===== src/design/pst_defines.svh =====
// Offsets, field positions, reset values and counts of the strobe timing block
`ifndef PST_DEFINES_SVH
`define PST_DEFINES_SVH

// Register byte offsets on APB
`define PST_TIMING_OFS    12'h000
`define PST_STATUS_OFS    12'h004

// Timing register reset value and stored width
`define PST_TIMING_RST    8'h00

// Field positions in the timing register (low bit of each 2-bit field)
`define PST_A5_ASSERT_POS 6
`define PST_A6_ASSERT_POS 4
`define PST_A5_HOLD_POS   2
`define PST_A6_HOLD_POS   0

// Status register bit positions
`define PST_ST_BUSY_POS   0
`define PST_ST_STROBE_POS 1
`define PST_ST_AREA6_POS  2
`define PST_ST_WRITE_POS  3

// Strobe low time in half bus cycles (pclk cycles)
`define PST_STROBE_HALVES 4'h8

`endif


===== src/design/pst_pkg.sv =====
// Types shared by the strobe timing block
package pst_pkg;

   // Phases of one card access
   typedef enum logic [2:0] {
      ST_IDLE,
      ST_SETUP,
      ST_STROBE,
      ST_HOLD,
      ST_DONE
   } pst_state_t;

   // Two-bit delay code: 0.5, 1.5, 2.5 or 3.5 bus cycles
   typedef logic [1:0] pst_code_t;

endpackage


===== src/design/pst_bus_clk_div.sv =====
// Divides pclk by two to make the card bus clock and its phase
`timescale 1ns/100ps
module pst_bus_clk_div (
   // Clock, enable and reset
   input  wire logic clk,
   input  wire logic rst_n,
   input  wire logic ce,
   // Bus clock level, high during the first half of a bus cycle
   output logic      bus_clk
);

   logic bus_clk_q;   // Divided clock

   // Toggle on every enabled pclk edge: one pclk is half a bus cycle
   always_ff @(posedge clk or negedge rst_n) begin
      if (!rst_n) begin
         bus_clk_q <= 1'b0;
      end else if (ce) begin
         bus_clk_q <= ~bus_clk_q;
      end
   end

   assign bus_clk = bus_clk_q;

endmodule


===== src/design/pst_half_cnt.sv =====
// Half bus cycle down counter used to time each phase of an access
`timescale 1ns/100ps
module pst_half_cnt (
   // Clock, enable and reset
   input  wire logic       clk,
   input  wire logic       rst_n,
   input  wire logic       ce,
   // Load control
   input  wire logic       load,
   input  wire logic [3:0] load_val,
   // Last cycle of the loaded span
   output logic            last
);

   logic [3:0] cnt_q;   // Remaining half cycles

   // Load wins over counting; hold at zero when idle
   always_ff @(posedge clk or negedge rst_n) begin
      if (!rst_n) begin
         cnt_q <= 4'h0;
      end else if (ce) begin
         if (load) begin
            cnt_q <= load_val;
         end else if (cnt_q != 4'h0) begin
            cnt_q <= cnt_q - 4'h1;
         end
      end
   end

   // A span of N lasts exactly N cycles after its load
   assign last = (cnt_q == 4'h1);

endmodule


===== src/design/pst_timing_ctrl.sv =====
// PCMCIA strobe timing register and access sequencer for areas 5 and 6
// Notes on behaviour
// - Bits 15:8 of timing register read zero
// - Bits 7:6 set area 5 assert delay
// - Bits 5:4 set area 6 assert delay
// - Bits 3:2 set area 5 negate hold
// - Bits 1:0 set area 6 negate hold
//
// Local design decisions: register access over APB and the address map.
`timescale 1ns/100ps
`include "pst_defines.svh"
module pst_timing_ctrl
   import pst_pkg::*;
(
   // Clock, enable and reset
   input  wire logic        pclk,
   input  wire logic        presetn,
   input  wire logic        clk_en,
   // APB slave
   input  wire logic        psel,
   input  wire logic        penable,
   input  wire logic        pwrite,
   input  wire logic [11:0] paddr,
   input  wire logic [31:0] pwdata,
   output logic      [31:0] prdata,
   output logic             pready,
   output logic             pslverr,
   // User request port
   input  wire logic        req,
   input  wire logic        req_area6,
   input  wire logic        req_write,
   input  wire logic [25:0] req_addr,
   input  wire logic [15:0] req_wdata,
   output logic             req_ack,
   output logic      [15:0] req_rdata,
   output logic             busy,
   // Card pins
   output logic             card_bus_clk,
   output logic      [25:0] card_addr,
   output logic             card_oe_n,
   output logic             card_we_n,
   output logic      [15:0] card_data_out,
   output logic             card_data_oe_n,
   input  wire logic [15:0] card_data_in
);

   // APB state
   logic [7:0]  timing_q;    // Stored low byte of timing register
   logic [31:0] prdata_q;    // Read data, loaded in setup phase
   logic [31:0] prdata_d;
   logic        pready_q;    // High for the one access cycle
   logic        pslverr_q;   // Error for unmapped offsets
   logic        pslverr_d;

   // Sequencer state
   pst_state_t  st_q;        // Access phase
   pst_state_t  st_d;
   pst_code_t   hold_code_q; // Hold delay snapshot for this access
   logic        area6_q;     // Area of current access
   logic        write_q;     // Direction of current access
   logic [25:0] addr_q;      // Card address
   logic [25:0] addr_d;
   logic [15:0] wdata_q;     // Card write data
   logic        oe_n_q;      // Output enable strobe
   logic        oe_n_d;
   logic        we_n_q;      // Write enable strobe
   logic        we_n_d;
   logic        data_oe_n_q; // Low while driving card data
   logic        data_oe_n_d;
   logic [15:0] rdata_q;     // Read data returned to user
   logic        ack_q;       // One-cycle done pulse
   logic        busy_q;      // Access in progress

   // Counter and divider wires
   logic        bus_clk;     // Divided bus clock level
   logic        span_last;   // Last cycle of current phase
   logic        cnt_load;    // Load counter at phase change
   logic [3:0]  cnt_val;     // Half cycles for next phase

   // ---------------------------------------------------------------
   // APB decode
   // ---------------------------------------------------------------

   // Setup and completing access phase
   wire setup_ph   = psel & ~penable;
   wire acc_done   = psel & penable & pready_q;

   // Address hits
   wire hit_timing = (paddr == `PST_TIMING_OFS);
   wire hit_status = (paddr == `PST_STATUS_OFS);
   wire hit_any    = hit_timing | hit_status;

   // Write strobe for the timing register, only at the completing edge
   wire wr_timing  = acc_done & pwrite & hit_timing;

   // Upper byte is reserved and always reads zero
   wire [31:0] rd_timing = {24'h000000, timing_q};

   // Status shows the sequencer's live state
   wire strobe_on = ~oe_n_q | ~we_n_q;
   wire [31:0] rd_status = {28'h0000000,
                            write_q,
                            area6_q,
                            strobe_on,
                            busy_q};

   // Read mux: unmapped offsets read zero
   wire [31:0] rd_mux = hit_timing ? rd_timing :
                        hit_status ? rd_status : 32'h00000000;

   // Read data latched in setup so it stands through the access
   assign prdata_d  = (setup_ph & ~pwrite) ? rd_mux : prdata_q;

   // Unmapped offsets answer with an error
   assign pslverr_d = setup_ph & ~hit_any;

   // ---------------------------------------------------------------
   // APB registers
   // ---------------------------------------------------------------

   // Timing register: the reserved byte is dropped on write, so a
   // careless write of ones there cannot reach the fields
   always_ff @(posedge pclk or negedge presetn) begin
      if (!presetn) begin
         timing_q <= `PST_TIMING_RST;
      end else if (clk_en && wr_timing) begin
         timing_q <= pwdata[7:0];
      end
   end

   // Answer registers: one wait-free access cycle
   always_ff @(posedge pclk or negedge presetn) begin
      if (!presetn) begin
         prdata_q  <= 32'h00000000;
         pready_q  <= 1'b0;
         pslverr_q <= 1'b0;
      end else if (clk_en) begin
         prdata_q  <= prdata_d;
         pready_q  <= setup_ph;
         pslverr_q <= pslverr_d;
      end
   end

   // ---------------------------------------------------------------
   // Delay field selection
   // ---------------------------------------------------------------

   // Area 5 and area 6 assert delay fields
   wire pst_code_t a5_asrt = timing_q[`PST_A5_ASSERT_POS +: 2];
   wire pst_code_t a6_asrt = timing_q[`PST_A6_ASSERT_POS +: 2];

   // Area 5 and area 6 negate hold fields
   wire pst_code_t a5_hold = timing_q[`PST_A5_HOLD_POS +: 2];
   wire pst_code_t a6_hold = timing_q[`PST_A6_HOLD_POS +: 2];

   // Codes for the requesting area
   wire pst_code_t asrt_sel = req_area6 ? a6_asrt : a5_asrt;
   wire pst_code_t hold_sel = req_area6 ? a6_hold : a5_hold;

   // Code c means c + 0.5 bus cycles, i.e. 2c + 1 half cycles
   wire [3:0] asrt_halves = {1'b0, asrt_sel, 1'b1};
   wire [3:0] hold_halves = {1'b0, hold_code_q, 1'b1};

   // ---------------------------------------------------------------
   // Half-cycle timing base
   // ---------------------------------------------------------------

   // Bus clock is pclk / 2, so every pclk edge is a half bus cycle
   pst_bus_clk_div u_div (
      .clk     (pclk),
      .rst_n   (presetn),
      .ce      (clk_en),
      .bus_clk (bus_clk)
   );

   // Phase timer in half bus cycles
   pst_half_cnt u_cnt (
      .clk      (pclk),
      .rst_n    (presetn),
      .ce       (clk_en),
      .load     (cnt_load),
      .load_val (cnt_val),
      .last     (span_last)
   );

   // Start only when the bus clock is about to rise, so the address
   // leaves on a rising bus clock edge
   wire start = (st_q == ST_IDLE) & req & ~bus_clk;

   // Phase ends
   wire setup_end  = (st_q == ST_SETUP)  & span_last;
   wire strobe_end = (st_q == ST_STROBE) & span_last;
   wire hold_end   = (st_q == ST_HOLD)   & span_last;

   // Counter loads for the next phase
   assign cnt_load = start | setup_end | strobe_end;
   assign cnt_val  = start      ? asrt_halves :
                     setup_end  ? `PST_STROBE_HALVES :
                     hold_halves;

   // ---------------------------------------------------------------
   // Sequencer next state
   // ---------------------------------------------------------------

   // Address, strobe, hold, then a one-cycle acknowledge
   always_comb begin
      st_d = st_q;
      unique case (st_q)
         ST_IDLE: begin
            if (start) begin
               st_d = ST_SETUP;
            end
         end
         ST_SETUP: begin
            if (span_last) begin
               st_d = ST_STROBE;
            end
         end
         ST_STROBE: begin
            if (span_last) begin
               st_d = ST_HOLD;
            end
         end
         ST_HOLD: begin
            if (span_last) begin
               st_d = ST_DONE;
            end
         end
         ST_DONE: begin
            st_d = ST_IDLE;
         end
      endcase
   end

   // Address is taken at start and held until the next access starts
   assign addr_d = start ? req_addr : addr_q;

   // Direction for the coming cycle
   wire write_d_sel = start ? req_write : write_q;

   // Strobe low only in the strobe phase; leaves it on the pclk edge
   // that ends the phase, i.e. on a half bus cycle boundary
   assign oe_n_d = ~((st_d == ST_STROBE) & ~write_d_sel);
   assign we_n_d = ~((st_d == ST_STROBE) &  write_d_sel);

   // Data driven from address out to end of hold on writes
   wire in_access = (st_d == ST_SETUP) | (st_d == ST_STROBE) |
                    (st_d == ST_HOLD);
   assign data_oe_n_d = ~(in_access & write_d_sel);

   // ---------------------------------------------------------------
   // Sequencer registers
   // ---------------------------------------------------------------

   // Phase register
   always_ff @(posedge pclk or negedge presetn) begin
      if (!presetn) begin
         st_q <= ST_IDLE;
      end else if (clk_en) begin
         st_q <= st_d;
      end
   end

   // Access snapshot: a register write mid-access cannot stretch or
   // cut the hold time of the access already under way
   always_ff @(posedge pclk or negedge presetn) begin
      if (!presetn) begin
         hold_code_q <= 2'h0;
         area6_q     <= 1'b0;
         write_q     <= 1'b0;
         wdata_q     <= 16'h0000;
      end else if (clk_en && start) begin
         hold_code_q <= hold_sel;
         area6_q     <= req_area6;
         write_q     <= req_write;
         wdata_q     <= req_wdata;
      end
   end

   // Pin registers
   always_ff @(posedge pclk or negedge presetn) begin
      if (!presetn) begin
         addr_q      <= 26'h0000000;
         oe_n_q      <= 1'b1;
         we_n_q      <= 1'b1;
         data_oe_n_q <= 1'b1;
      end else if (clk_en) begin
         addr_q      <= addr_d;
         oe_n_q      <= oe_n_d;
         we_n_q      <= we_n_d;
         data_oe_n_q <= data_oe_n_d;
      end
   end

   // Read data sampled in the last strobe cycle, before OE rises
   always_ff @(posedge pclk or negedge presetn) begin
      if (!presetn) begin
         rdata_q <= 16'h0000;
      end else if (clk_en && strobe_end && !write_q) begin
         rdata_q <= card_data_in;
      end
   end

   // Handshake flags to the user side
   always_ff @(posedge pclk or negedge presetn) begin
      if (!presetn) begin
         ack_q  <= 1'b0;
         busy_q <= 1'b0;
      end else if (clk_en) begin
         ack_q  <= hold_end;
         busy_q <= (st_d != ST_IDLE);
      end
   end

   // ---------------------------------------------------------------
   // Outputs
   // ---------------------------------------------------------------

   // APB answer
   assign prdata  = prdata_q;
   assign pready  = pready_q;
   assign pslverr = pslverr_q;

   // User side
   assign req_ack   = ack_q;
   assign req_rdata = rdata_q;
   assign busy      = busy_q;

   // Card side
   assign card_bus_clk   = bus_clk;
   assign card_addr      = addr_q;
   assign card_oe_n      = oe_n_q;
   assign card_we_n      = we_n_q;
   assign card_data_out  = wdata_q;
   assign card_data_oe_n = data_oe_n_q;

endmodule


===== config.mk =====
export PLATFORM = sky130hd
export DESIGN_NAME = pst_timing_ctrl
export DESIGN_NICKNAME = d
export VERILOG_FILES = /design/src/design/pst_pkg.sv /design/src/design/pst_bus_clk_div.sv /design/src/design/pst_half_cnt.sv /design/src/design/pst_timing_ctrl.sv
export VERILOG_INCLUDE_DIRS = /design/src /design/src/design
export SDC_FILE = /design/constraint.sdc
export NUM_CORES = 1
export LEC_CHECK = 0
export ABC_AREA = 1
export BUFFER_PORTS_ARGS = -buffer_cell sky130_fd_sc_hd__buf_2
export CORE_MARGIN = 4
export CORE_UTILIZATION = 52
export CTS_BUF_LIST = sky130_fd_sc_hd__clkbuf_4 sky130_fd_sc_hd__clkbuf_8
export CTS_CLUSTER_DIAMETER = 30
export CTS_CLUSTER_SIZE = 25
export DETAILED_ROUTE_END_ITERATION = 8
export PLACE_DENSITY = 0.88
export SLEW_MARGIN = 20
export SYNTH_ARGS = -nofsm -noshare
export SYNTH_HDL_FRONTEND = slang
export SYNTH_SLANG_ARGS = --single-unit

===== constraint.sdc =====
create_clock -name pclk -period 2.7 [get_ports pclk]
set_input_delay 0.54 -clock pclk [delete_from_list [all_inputs] [get_ports pclk]]
set_output_delay 0.54 -clock pclk [all_outputs]
set_load 0.005 [all_outputs]

## Word level (Yosys, flattened, before mapping)

Cells that the tools add are included.
W data, S select, Z words.

- Register bits: 117
- Bits in latches: 0
- Memory bits (writable): 0
- Memory bits (read-only): 0
- Output and inout bits: 98
- Logic and storage cells: 86
- Memories kept: 0

- Add/subtract/negate cells: 1
- Multipliers: 0
- Divide/modulo/power cells: 0
- Magnitude comparators: 0
- Eq/ne operators: 9
- Shift operators: 0
- Multiplexer cells: 14
- Bitwise gates (word level): 31
- Reductions and logical operators: 13

Operator list:

| cell | count |
|---|---|
| $mux W4 | 5 |
| $and A1 B1 Y1 | 15 |
| $pmux W3 S5 | 1 |
| $eq A12 B3 Y1 const B | 1 |
| $eq A3 B2 Y1 const B | 4 |
| $logic_not A12 Y1 | 1 |
| $mux W3 | 4 |
| $not A1 Y1 | 10 |
| $mux W8 | 1 |
| $eq A3 B1 Y1 const B | 2 |
| $or A1 B1 Y1 | 6 |
| $reduce_and A2 Y1 | 3 |
| $eq A4 B1 Y1 const B | 1 |
| $logic_and A1 B1 Y1 | 4 |
| $mux W2 | 2 |
| $reduce_bool A4 Y1 | 1 |
| $sub A4 B1 Y4 const B | 1 |
| $eq A3 B3 Y1 const B | 1 |
| $logic_not A3 Y1 | 1 |
| $reduce_bool A3 Y1 | 1 |
| $reduce_bool A2 Y1 | 1 |
| $logic_not A1 Y1 | 1 |
| $mux W1 | 1 |

## Logic depth before layout (Yosys ltp)

Gate-level depths: netlist of the first run.

- Word-level depth: 10
- Mapped depth: 11

## By module

From an unflattened synthesis of the first run, not the netlist that was laid out.

- Cell total of the unflattened synthesis: 520
- Area total of the unflattened synthesis: 4331.7 um^2

Modules (own cells, without submodules):

| module | times used | cells an instance | area an instance (um^2) | sequential area each (um^2) |
|---|---|---|---|---|
| pst_timing_ctrl | 1 | 469 | 3980.1 | 2205.9 |
| pst_half_cnt | 1 | 45 | 307.8 | 100.1 |
| pst_bus_clk_div | 1 | 6 | 43.8 | 25.0 |

## Worst setup path after synthesis of the first run

No wires, ideal clock.

- Path kind: input to register
- Start: in paddr[9]
- End: reg timing_q[0]
- Data arrival time: 1.387 ns
- Slack: 1.197 ns
- Stages: 8
- Path through: nor2_1 nand2_1 nor2_1 nand2_2 clkinv_2 nand2_4 nand2_1 nand2_1

- Word-level cells in the longest chain between the ends: 3

Ends and longest elaborated chain:

| item | RTL line | source |
|---|---|---|
| from (decl) | pst_timing_ctrl.sv:23 | `input wire logic [11:0] paddr,` |
| $logic_not A12 Y1 (no line) | - |  |
| $and A1 B1 Y1 | pst_timing_ctrl.sv:94 | `wire wr_timing = acc_done & pwrite & hit_timing;` |
| $logic_and A1 B1 Y1 | pst_timing_ctrl.sv:126 | `end else if (clk_en && wr_timing) begin` |
| to (signal assigned) | pst_timing_ctrl.sv:125 | `` timing_q <= `PST_TIMING_RST; `` |
| to (signal assigned) | pst_timing_ctrl.sv:127 | `timing_q <= pwdata[7:0];` |
| to (decl) | pst_timing_ctrl.sv:48 | `logic [7:0] timing_q;` |

No other way between the ends.
A chain may end at the register's enable or synchronous reset.

## Worst setup path after layout of the first run

- Start: reg st_q[0]
- End: reg area6_q

- Word-level cells in the longest chain between the ends: 4

Ends and longest elaborated chain:

| item | RTL line | source |
|---|---|---|
| from (decl) | pst_timing_ctrl.sv:56 | `pst_state_t st_q;` |
| from (signal assigned) | pst_timing_ctrl.sv:260 | `st_q <= st_d;` |
| $logic_not A3 Y1 | pst_timing_ctrl.sv:188 | `wire start = (st_q == ST_IDLE) & req & ~bus_clk;` |
| $and A1 B1 Y1 (2 in series) | pst_timing_ctrl.sv:188 |  |
| $logic_and A1 B1 Y1 | pst_timing_ctrl.sv:272 | `end else if (clk_en && start) begin` |
| to (signal assigned) | pst_timing_ctrl.sv:274 | `area6_q <= req_area6;` |
| to (decl) | pst_timing_ctrl.sv:59 | `logic area6_q;` |

No other way between the ends.

==> reports/metrics.csv, run 1 <==
stage,metric,value,unit
yosys,Synth Cell Area,4360,um2
final_layout,Final nets,803,
clock_tree,Post-CTS Setup Repair Bufs,0,
route,drt first pass iters,4,
clock_tree,Num CTS Buffers,9,
placement,GP Congestion,0.838,
die,core footprint,8180,um2
worst_setup_path,worst path cell trace,"nor2_4, nand3_4, nor2_4, inv_2, o21ai_0",
timing,Final Cycle Share,60.6,%
hold_path,Worst Hold Class,in2async,
worst_setup_path,Critical Path Source,st_q[0],
route,1st-iter DRT viols,137,
yosys,Avg Inst Size Synth,8.26,um2
die,Rows,33,
worst_setup_path,Critical Setup Path Class,reg2reg,
timing,clock skew,12.4,ps
global_routing,initial antenna violation count,0,
worst_setup_path,Slowest cell on crit path,dfrtp_1,
global_routing,first-pass GRT wire length,16400,um
worst_setup_path,critical path launch point type,flip-flop,
yosys,Yosys reg bits,93,
route,vias,3728,
clock_tree,root buffer cell,clkbuf_8,
route,DRT Wirelength,9850,um
final_layout,post-layout instance area,5360,um2
clock_tree,worst skew pair latency,350,ps
placement,Inst Count DP,783,
final_layout,"leading cell types in the layout, fill and taps excluded","234 x nand2_1, 159 x buf_2, 90 x dfrtp_1, 34 x inv_1, 26 x nor2_1",
global_routing,vias in the first global route,3613,
timing,Final Hold Vio Count,0,
power_and_ir_drop,Power Dens Cells,807,nW/um2
placement,DP Wirelength,7610,um
worst_setup_path,"Req. time, crit path",2900,ps
clock_tree,H-tree levels,3,
timing,worst-margin pin slew,704,ps
yosys,yosys warns,0,
clock_tree,hold buffers post-CTS,0,
power_and_ir_drop,Lkg Pwr,3.21,nW
die,Die Height,99.6,um
worst_setup_path,worst r2r src,st_q[0],
yosys,Yosys cell types,32,
die,effective utilization at floorplan,53.3,%
die,I/O pins,209,
clock_tree,CTS tree,yes,
clock_tree,post-cts repair resize count,0,
route,Wirelength per Cell,12.3,um
placement,DP Area,5150,um2
worst_setup_path,FF-to-FF path depth,5,
route,# DRC,0,
worst_setup_path,Register-to-Register Setup Slack,1060,ps
power_and_ir_drop,peak supply drop,0.392,mV
final_layout,layout cell share with drive strength beyond 1,31.4,%
timing,Final setup viols,0,
yosys,number of flops mapped to enable cells by yosys,0,
timing,setup tns final,0,ps
final_layout,"commonest non-fill, non-tap cell in the layout",nand2_1,
worst_setup_path,Critical Path Max Stage Delay,540,ps
final_layout,Area growth syn-to-layout,22.8,%
yosys,register area share after synthesis,53.5,%
clock_tree,CTS Buffer Depth,2,
clock_tree,clk sink count,93,
placement,PortBufs,160,
global_routing,largest net degree at the start of global routing,45,
global_routing,gr ovfl total,0,
die,DIE AREA,9910,um2
yosys,most common flop cell mapped by yosys,dfrtp_1,
timing,clock period minus worst slack,1640,ps
timing,max-slew violations,0,
timing,Fmax,612,MHz
clock_tree,clk slew on worst S/H paths,90,ps
timing,RSZ-0062 raised after global routing,false,
yosys,"FFs w/ async S/R, synth",100,%
global_routing,global-route usage over all layers,20.3,%
timing,Slew HR,53.0,%
route,vias per cell,4.67,
worst_setup_path,Crit Path Max Fanout,44,
yosys,Post-Synthesis Cells,528,
worst_setup_path,"Top cell by count, worst path",nor2_4,
outcome,outcome,finished clean,
worst_setup_path,CP Capture Type,flip-flop,
flow_run,Max-cap violations,0,
route,Detail Route Antenna Nets,0,
final_layout,Non-Filler Instances,799,
worst_setup_path,crit path DAT,1840,ps
die,Die Width,99.6,um
worst_setup_path,Worst R2R End,area6_q,
final_layout,# diodes,0,
## per-layer routing
layer  GRT usage (%)  share of wire (%)
met2            35.8                 49
met5               0                  0
met4            7.04                1.8
met3            3.58                7.4
met1            25.2                 42
## per-stage QoR
step | hold slack [ps] | total power, W | worst slack (ps) | utilization (%)
after detailed placement | 453 | 0.00342 | 820 | 63.0
after CTS | 120 | 0.00437 | 1060 | 65.5
after global routing | 140 | 0.00466 | 905 | 65.5
after global placement | 448 | 0.00333 | 877 | 63.0
final | 128 | 0.00432 | 1060 | 65.5
after floorplan | 244 | 0.00285 | 1200 | -
## worst max path at each step
stage	endpoint	slack, ps
4_1_cts	area6_q	1060
2_1_floorplan	timing_q[0]	1200
3_3_place_gp	area6_q	880
6_report	area6_q	1060
5_1_grt	area6_q	900
3_5_place_dp	area6_q	820
## worst max-delay path: cells and delay by family, from the launching register on
kind                   cells  cell delay, ps
AO/OA/AOI/OAI              1             160
AND/OR/NAND/NOR            3             270
buffers and inverters      1             510
flip-flops                 1             540
## cells in the mapped netlist, types with 5 or more instances
cell type	count	area share, %
buf_4	25	4.3
o21ai_1	20	2.3
inv_2	5	0.43
nand2_1	234	20
nor2_2	6	0.86
buf_2	9	1.0
nor2_1	26	2.2
a21oi_1	5	0.57
inv_1	34	2.9
nand2_2	13	1.9
dfrtp_1	90	52
nand3_1	25	2.9
## sequential cells by signal (all words and copies together), names as in the netlist, 2 cells and up
signal / cells
u_cnt.cnt_q: 4
card_addr: 26
timing_q: 8
req_rdata: 16
hold_code_q: 2
card_data_out: 16
st_q: 3
prdata: 8
## where the power goes
group | internal, W | leakage (nW) | switching, W
combinational | 0.000585 | 1.89 | 0.000751
sequential | 0.00179 | 1.22 | 0.000253
clock | 0.000439 | 0.0968 | 0.000498
## cells by family (layout without fill, tap and decap cells)
family | count (synthesis) | after routing | synth area share (%)
AOI/OAI and AO/OA | 35 | 35 | 4.28
xor gates and xnor gates | 3 | 3 | 0.603
adders and majority gates | 3 | 3 | 0.861
buffers and inverters | 78 | 221 | 9.87
DFF | 93 | 93 | 53.5
other | 1 | 24 | 0.0860
and+or+nand+nor | 315 | 315 | 30.8
## layout make-up
| class | count | area, um2 |
|---|---|---|
| Clock buffer | 9 | 124 |
| Fill cell | 690 | 2820 |
| Sequential cell | 93 | 2330 |
| Tap cell | 105 | 131 |
| Timing Repair Buffer | 165 | 853 |
| Clock inverter | 7 | 80.1 |
| Inverter | 40 | 151 |
| Multi-Input combinational cell | 380 | 1680 |
No activity file was read; power rests on OpenSTA's default activity.
==> run 2: changes to the inputs <==
--- a/config.mk
+++ b/config.mk
@@ -9,12 +9,12 @@
 export ABC_AREA = 1
 export BUFFER_PORTS_ARGS = -buffer_cell sky130_fd_sc_hd__buf_2
 export CORE_MARGIN = 4
-export CORE_UTILIZATION = 52
+export CORE_UTILIZATION = 43
 export CTS_BUF_LIST = sky130_fd_sc_hd__clkbuf_4 sky130_fd_sc_hd__clkbuf_8
 export CTS_CLUSTER_DIAMETER = 30
 export CTS_CLUSTER_SIZE = 25
 export DETAILED_ROUTE_END_ITERATION = 8
-export PLACE_DENSITY = 0.88
+export PLACE_DENSITY = 0.78
 export SLEW_MARGIN = 20
 export SYNTH_ARGS = -nofsm -noshare
 export SYNTH_HDL_FRONTEND = slang
==> constraint.sdc (replaced) <==
create_clock -name pclk -period 1.45 [get_ports pclk]
set_input_delay 0.29 -clock pclk [delete_from_list [all_inputs] [get_ports pclk]]
set_output_delay 0.29 -clock pclk [all_outputs]
set_load 0.005 [all_outputs]
==> reports/metrics.csv, run 2 (synthesis gave the netlist of run 1 again) <==
stage,metric,value,unit
outcome,outcome,finished clean,
timing,clock skew,10.3,ps
power_and_ir_drop,Lkg Pwr,3.37,nW
worst_setup_path,"Top cell by count, worst path",nor2_4,
worst_setup_path,crit path DAT,1720,ps
flow_run,Max-cap violations,0,
route,# DRC,0,
worst_setup_path,Crit Path Max Fanout,7,
clock_tree,worst skew pair latency,360,ps
power_and_ir_drop,P_sw,0.00306,W
worst_setup_path,Critical Path Max Stage Delay,440,ps
clock_tree,Num CTS Buffers,9,
power_and_ir_drop,peak supply drop,0.560,mV
power_and_ir_drop,Comb pwr share,35.9,%
worst_setup_path,CP Capture Type,flip-flop,
worst_setup_path,Slowest cell on crit path,dfrtp_2,
placement,DP Wirelength,8220,um
clock_tree,CTS Buffer Depth,2,
worst_setup_path,"CP delay by family, top",simple AND/OR/NAND/NOR gates,
timing,Fmax,698,MHz
worst_setup_path,worst path cell trace,"nor2_4, nand3_4, nor2_4, buf_6, clkbuf_16, nand2_2, nand2_1",
route,DRT Wirelength,11200,um
route,vias per cell,4.65,
timing,RSZ-0062 raised after global routing,true,
timing,Final Hold Vio Count,0,
timing,clock period minus worst slack,1430,ps
timing,Final setup viols,0,
final_layout,max reg flops,26,
final_layout,Final nets,822,
clock_tree,clk sink count,93,
die,I/O pins,209,
placement,GP Congestion,0.838,
global_routing,first-pass GRT wire length,17500,um
worst_setup_path,FF-to-FF path depth,7,
power_and_ir_drop,clock network fraction of design power,19.2,%
global_routing,gr ovfl total,0,
placement,pre-CTS WS,-146,ps
power_and_ir_drop,sequential power share,44.9,%
timing,setup tns final,0,ps
worst_setup_path,critical path launch point type,flip-flop,
power_and_ir_drop,Pwr Total,0.00846,W
clock_tree,H-tree levels,3,
die,Die Width,109,um
hold_path,worst hold start,req_addr[17],
timing,final worst slack,17.9,ps
die,DIE AREA,11800,um2
power_and_ir_drop,P_int,0.00540,W
final_layout,Area growth syn-to-layout,31.3,%
timing,Final Cycle Share,98.8,%
hold_path,Hold Path End,card_addr[17],
die,core footprint,9820,um2
hold_path,hold path depth,3,
route,vias,3930,
timing,max-slew violations,0,
route,1st-iter DRT viols,360,
worst_setup_path,Critical Setup Path Class,reg2reg,
die,Rows,36,
clock_tree,root buffer cell,clkbuf_8,
worst_setup_path,buffers plus inverters on the worst setup path,2,
worst_setup_path,Worst R2R End,card_data_out[2],
hold_path,Worst Hold Class,in2reg,
global_routing,vias in the first global route,3756,
clock_tree,clk slew on worst S/H paths,90,ps
global_routing,largest net degree at the start of global routing,45,
worst_setup_path,"Req. time, crit path",1740,ps
route,Detail Route Antenna Nets,0,
global_routing,global-route usage over all layers,18.7,%
power_and_ir_drop,Power Dens Cells,1480,nW/um2
die,effective utilization at floorplan,44.4,%
power_and_ir_drop,Sw Ratio,36.2,%
die,Die Height,109,um
route,drt first pass iters,4,
route,Wirelength per Cell,13.3,um
worst_setup_path,worst r2r src,st_q[0],
clock_tree,CTS tree,yes,
placement,PortBufs,160,
final_layout,"leading cell types in the layout, fill and taps excluded","225 x nand2_1, 159 x buf_2, 89 x dfrtp_1, 31 x inv_1, 25 x nand3_1",
final_layout,# diodes,0,
worst_setup_path,Register-to-Register Setup Slack,20,ps
final_layout,layout cell share with drive strength beyond 1,35.6,%
final_layout,Non-Filler Instances,846,
final_layout,"commonest non-fill, non-tap cell in the layout",nand2_1,
placement,Inst Count DP,822,
global_routing,initial antenna violation count,0,
[run 2: cell types whose count changed in the layout (fill, tap and decap cells not counted), moves of 4 or more]
| cell | before | now |
|---|---|---|
| nand2_4 | 1 | 5 |
| buf_6 | 0 | 4 |
| buf_4 | 5 | 14 |
| nand2_2 | 13 | 18 |
| nand2_1 | 234 | 225 |
| nor2_4 | 3 | 8 |
[run 2: area by class of cell]
class                           count  area (um2)
Timing Repair Buffer              184        1090
Inverter                           40         161
Tap cell                          133         166
Fill cell                         897        4100
Multi-Input combinational cell    380        1790
Clock buffer                       10         138
Clock inverter                      6        47.5
Sequential cell                    93        2330
[run 2: power groups by stage]
stage          clock, W  combinational, W  sequential (W)
2_1_floorplan         0           0.00146         0.00385
3_3_place_gp          0           0.00261         0.00378
3_5_place_dp          0           0.00271         0.00383
4_1_cts         0.00168           0.00287         0.00378
5_1_grt         0.00180           0.00346         0.00389
6_report        0.00162           0.00304         0.00380
[run 2: what timing repair did]
action                     in CTS  in global routing
gates resized for setup        16                 27
hold endpoints to repair       24                  0
setup endpoints to repair      50                 58
cloned                          1                  1
pin swaps                       4                 12
buffers inserted                3                  3
hold buffers                    1                  0
[run 2: per-stage QoR]
stage,utilization [%],hold slack (ps),area [um2]
floorplan,-,-5.59,4450
global placement,54.0,246,5310
detailed placement,54.0,254,5310
CTS,57.2,110,5610
global route,58.3,110,5720
finish,58.3,128,5720
[run 2: routing by layer]
| layer | vias up | track usage (%) | wire, um |
|---|---|---|---|
| met2 | 150 | 31.9 | 5670 |
| met4 | 0 | 6.04 | 236 |
| met3 | 19 | 4.44 | 782 |
| met1 | 1825 | 23.5 | 4550 |
| li1 | 1936 | - | - |
| met5 | - | 0 | 0 |
[run 2: how the worst max path moves through the flow]
stage,startpoint,endpoint,slack (ps),cells past startpoint
2_1_floorplan,u_cnt.cnt_q[0],u_cnt.cnt_q[1],90,9
5_1_grt,st_q[0],card_oe_n,-50,7
3_5_place_dp,st_q[0],area6_q,-150,6
6_report,st_q[0],card_data_out[2],20,7
3_3_place_gp,req,area6_q,-100,8
4_1_cts,st_q[2],card_addr[4],10,6
[run 2: tightest hold or removal path: stages]
cell and delay (ps):
buf_2 70, nand2_1 40, nand2_1 50
==> run 3: changes to the inputs <==
--- a/config.mk
+++ b/config.mk
@@ -6,15 +6,16 @@
 export SDC_FILE = /design/constraint.sdc
 export NUM_CORES = 1
 export LEC_CHECK = 0
-export ABC_AREA = 1
 export BUFFER_PORTS_ARGS = -buffer_cell sky130_fd_sc_hd__buf_2
+export CELL_PAD_IN_SITES_DETAIL_PLACEMENT = 1
+export CELL_PAD_IN_SITES_GLOBAL_PLACEMENT = 1
 export CORE_MARGIN = 4
-export CORE_UTILIZATION = 43
+export CORE_UTILIZATION = 33
 export CTS_BUF_LIST = sky130_fd_sc_hd__clkbuf_4 sky130_fd_sc_hd__clkbuf_8
 export CTS_CLUSTER_DIAMETER = 30
 export CTS_CLUSTER_SIZE = 25
 export DETAILED_ROUTE_END_ITERATION = 8
-export PLACE_DENSITY = 0.78
+export PLACE_DENSITY_LB_ADDON = 0.1
 export SLEW_MARGIN = 20
 export SYNTH_ARGS = -nofsm -noshare
 export SYNTH_HDL_FRONTEND = slang
==> reports/metrics.csv, run 3 <==
stage,metric,value,unit
outcome,outcome,finished with violations,
outcome,failing checks,negative setup slack,
yosys,Post-Synthesis Cells,325,
worst_setup_path,worst r2r src,st_q[1],
clock_tree,H-tree levels,3,
power_and_ir_drop,Power Dens Cells,1650,nW/um2
yosys,Yosys cell types,56,
route,Wirelength per Cell,17.2,um
final_layout,"commonest non-fill, non-tap cell in the layout",buf_2,
route,vias per cell,4.62,
worst_setup_path,Slowest cell on crit path,dfrtp_1,
timing,clock period minus worst slack,1850,ps
worst_setup_path,buffers plus inverters on the worst setup path,5,
yosys,register area share after synthesis,55.0,%
global_routing,vias in the first global route,3713,
clock_tree,clk slew on worst S/H paths,100,ps
final_layout,Area growth syn-to-layout,51.1,%
placement,DP Wirelength,8930,um
die,Die Height,121,um
final_layout,max reg flops,26,
route,drt first pass iters,4,
yosys,number of flops mapped to enable cells by yosys,0,
route,Detail Route Antenna Nets,0,
clock_tree,clk sink count,93,
worst_setup_path,crit path DAT,2110,ps
placement,GP Congestion,0.854,
placement,Inst Count DP,685,
worst_setup_path,worst path cell trace,"buf_6, buf_6, nor4b_4, buf_6, nand2_8, buf_12, buf_16, mux2_2",
clock_tree,CTS Buffer Depth,2,
worst_setup_path,FF-to-FF path depth,8,
yosys,Yosys reg bits,93,
route,DRT Wirelength,12500,um
timing,Final Hold Vio Count,0,
route,vias,3374,
yosys,Avg Inst Size Synth,13.0,um2
global_routing,gr ovfl total,0,
yosys,leading area contributor after synthesis,dfrtp_1,
timing,Final setup viols,72,
yosys,Synth Cell Area,4240,um2
yosys,cell with the most instances after synthesis,dfrtp_1,
worst_setup_path,"Top cell by count, worst path",buf_6,
power_and_ir_drop,peak supply drop,0.730,mV
yosys,most common flop cell mapped by yosys,dfrtp_1,
yosys,"FFs w/ async S/R, synth",100,%
global_routing,global-route usage over all layers,16.8,%
worst_setup_path,critical path launch point type,flip-flop,
worst_setup_path,Critical Path Max Stage Delay,440,ps
worst_setup_path,Register-to-Register Setup Slack,-400,ps
clock_tree,CTS tree,yes,
die,I/O pins,209,
hold_path,worst hold start,req_addr[23],
global_routing,initial antenna violation count,0,
clock_tree,Num CTS Buffers,9,
route,# DRC,0,
final_layout,post-layout instance area,6400,um2
worst_setup_path,"Req. time, crit path",1720,ps
timing,RSZ-0062 raised after global routing,true,
worst_setup_path,Critical Path Source,st_q[1],
timing,Final Cycle Share,127,%
yosys,leading post-synthesis cells by cell area,"dfrtp_1 53%, mux2_2 16%, buf_4 4.3%",
worst_setup_path,Critical Setup Path Class,reg2reg,
final_layout,layout cell share with drive strength beyond 1,65.6,%
clock_tree,worst skew pair latency,370,ps
die,Rows,41,
hold_path,Hold Path End,card_addr[23],
global_routing,first-pass GRT wire length,19300,um
placement,DP Area,5590,um2
timing,final worst slack,-397,ps
route,1st-iter DRT viols,115,
timing,Fmax,541,MHz
global_routing,largest net degree at the start of global routing,44,
final_layout,Non-Filler Instances,730,
worst_setup_path,Crit Path Max Fanout,6,
die,core footprint,12600,um2
final_layout,Final nets,667,
hold_path,hold path depth,2,
placement,PortBufs,160,
timing,max-slew violations,0,
power_and_ir_drop,Lkg Pwr,3.24,nW
final_layout,# diodes,0,
flow_run,Max-cap violations,0,
worst_setup_path,Worst R2R End,card_addr[7],
die,effective utilization at floorplan,33.6,%
yosys,Post-synth top cells,"90 x dfrtp_1, 61 x mux2_2, 24 x buf_4, 19 x nand2_1, 15 x o21ai_0",
hold_path,Worst Hold Class,in2reg,
worst_setup_path,"CP delay by family, top",buffers and inverters,
final_layout,"leading cell types in the layout, fill and taps excluded","159 x buf_2, 89 x dfrtp_1, 47 x mux2_2, 44 x buf_4",
yosys,Synth top area share,53.1,%
worst_setup_path,CP Capture Type,flip-flop,
timing,clock skew,8.83,ps
yosys,yosys warns,0,
clock_tree,root buffer cell,clkbuf_8,
die,DIE AREA,14700,um2
die,Die Width,121,um
==> run 3: cell types whose count changed after synthesis, sizes merged, moves of 4 or more <==
cell	before	now
nand3	27	4
inv	39	7
o21ai	25	15
mux2i	0	7
nor2	35	8
clkbuf	1	5
buf	37	33
mux2	0	71
nand2	248	20
o31ai	0	4
==> run 3: through the flow <==
| step | util [%] | hold slack [ps] | worst slack [ps] | power [W] | TNS [ps] |
|---|---|---|---|---|---|
| 2_1_floorplan | - | -5.59 | -504 | 0.00603 | -10530 |
| 3_3_place_gp | 44.3 | 158 | -367 | 0.00779 | -19260 |
| 3_5_place_dp | 44.3 | 164 | -461 | 0.00791 | -21420 |
| 4_1_cts | 50.3 | 112 | -391 | 0.0104 | -22220 |
| 5_1_grt | 50.7 | 117 | -468 | 0.0112 | -27670 |
| 6_report | 50.7 | 139 | -397 | 0.0105 | -22430 |
==> run 3: per-layer routing <==
| layer | vias up | GRT usage (%) | routed length, um |
|---|---|---|---|
| met2 | 117 | 30.3 | 6510 |
| met5 | - | 0 | 0 |
| met1 | 1677 | 18.9 | 4920 |
| li1 | 1558 | - | - |
| met3 | 22 | 4.34 | 783 |
| met4 | 0 | 6.72 | 310 |
==> run 3: worst reg2reg max path, cell delays in order (launching register included) <==
cell	delay [ps]
dfrtp_1	440
buf_6	140
buf_6	110
nor4b_4	210
buf_6	170
nand2_8	100
buf_12	160
buf_16	130
mux2_2	270
==> run 3: cell families (layout without fill, tap and decap cells) <==
group,count (synthesis),in the layout,share of synthesized area [%]
buf+inv,46,255,6.94
simple gates,57,58,8.12
compound gates,44,44,6.94
fa+ha+maj,3,3,0.886
flops,93,93,55.0
xor+xnor,3,3,0.620
mux,78,78,21.4
other cells,1,24,0.0885
==> run 3: final cells by class <==
type                       instances  area [um2]
fill                            1390        6220
sequential                        93        2330
multi-input combinational        210        2050
timing repair buffer             231        1570
tap                              172         215
clock buffer                       9         124
clock inverter                     7        80.1
inverter                           8        30.0
==> run 3: worst max path at each step <==
stage	endpoint	cells past startpoint
4_1_cts	u_cnt.cnt_q[1]	4
3_5_place_dp	u_cnt.cnt_q[2]	4
3_3_place_gp	req_rdata[11]	7
5_1_grt	card_addr[7]	8
6_report	card_addr[7]	8
2_1_floorplan	req_rdata[10]	8
==> run 3: power by group <==
group / internal, W / leakage [nW] / switching (W) / total, W
registers: 0.00355 / 1.19 / 0.000577 / 0.00412
clock network: 0.000821 / 0.102 / 0.000997 / 0.00182
logic: 0.00270 / 1.95 / 0.00191 / 0.00461
==> run 3: what timing repair did <==
action	CTS	global route
buffers inserted	19	9
hold buffers	1	0
endpoints found under the hold margin	10	0
gates cloned	7	0
setup endpoints to repair	73	82
pin swaps	14	18
resized for setup	51	18
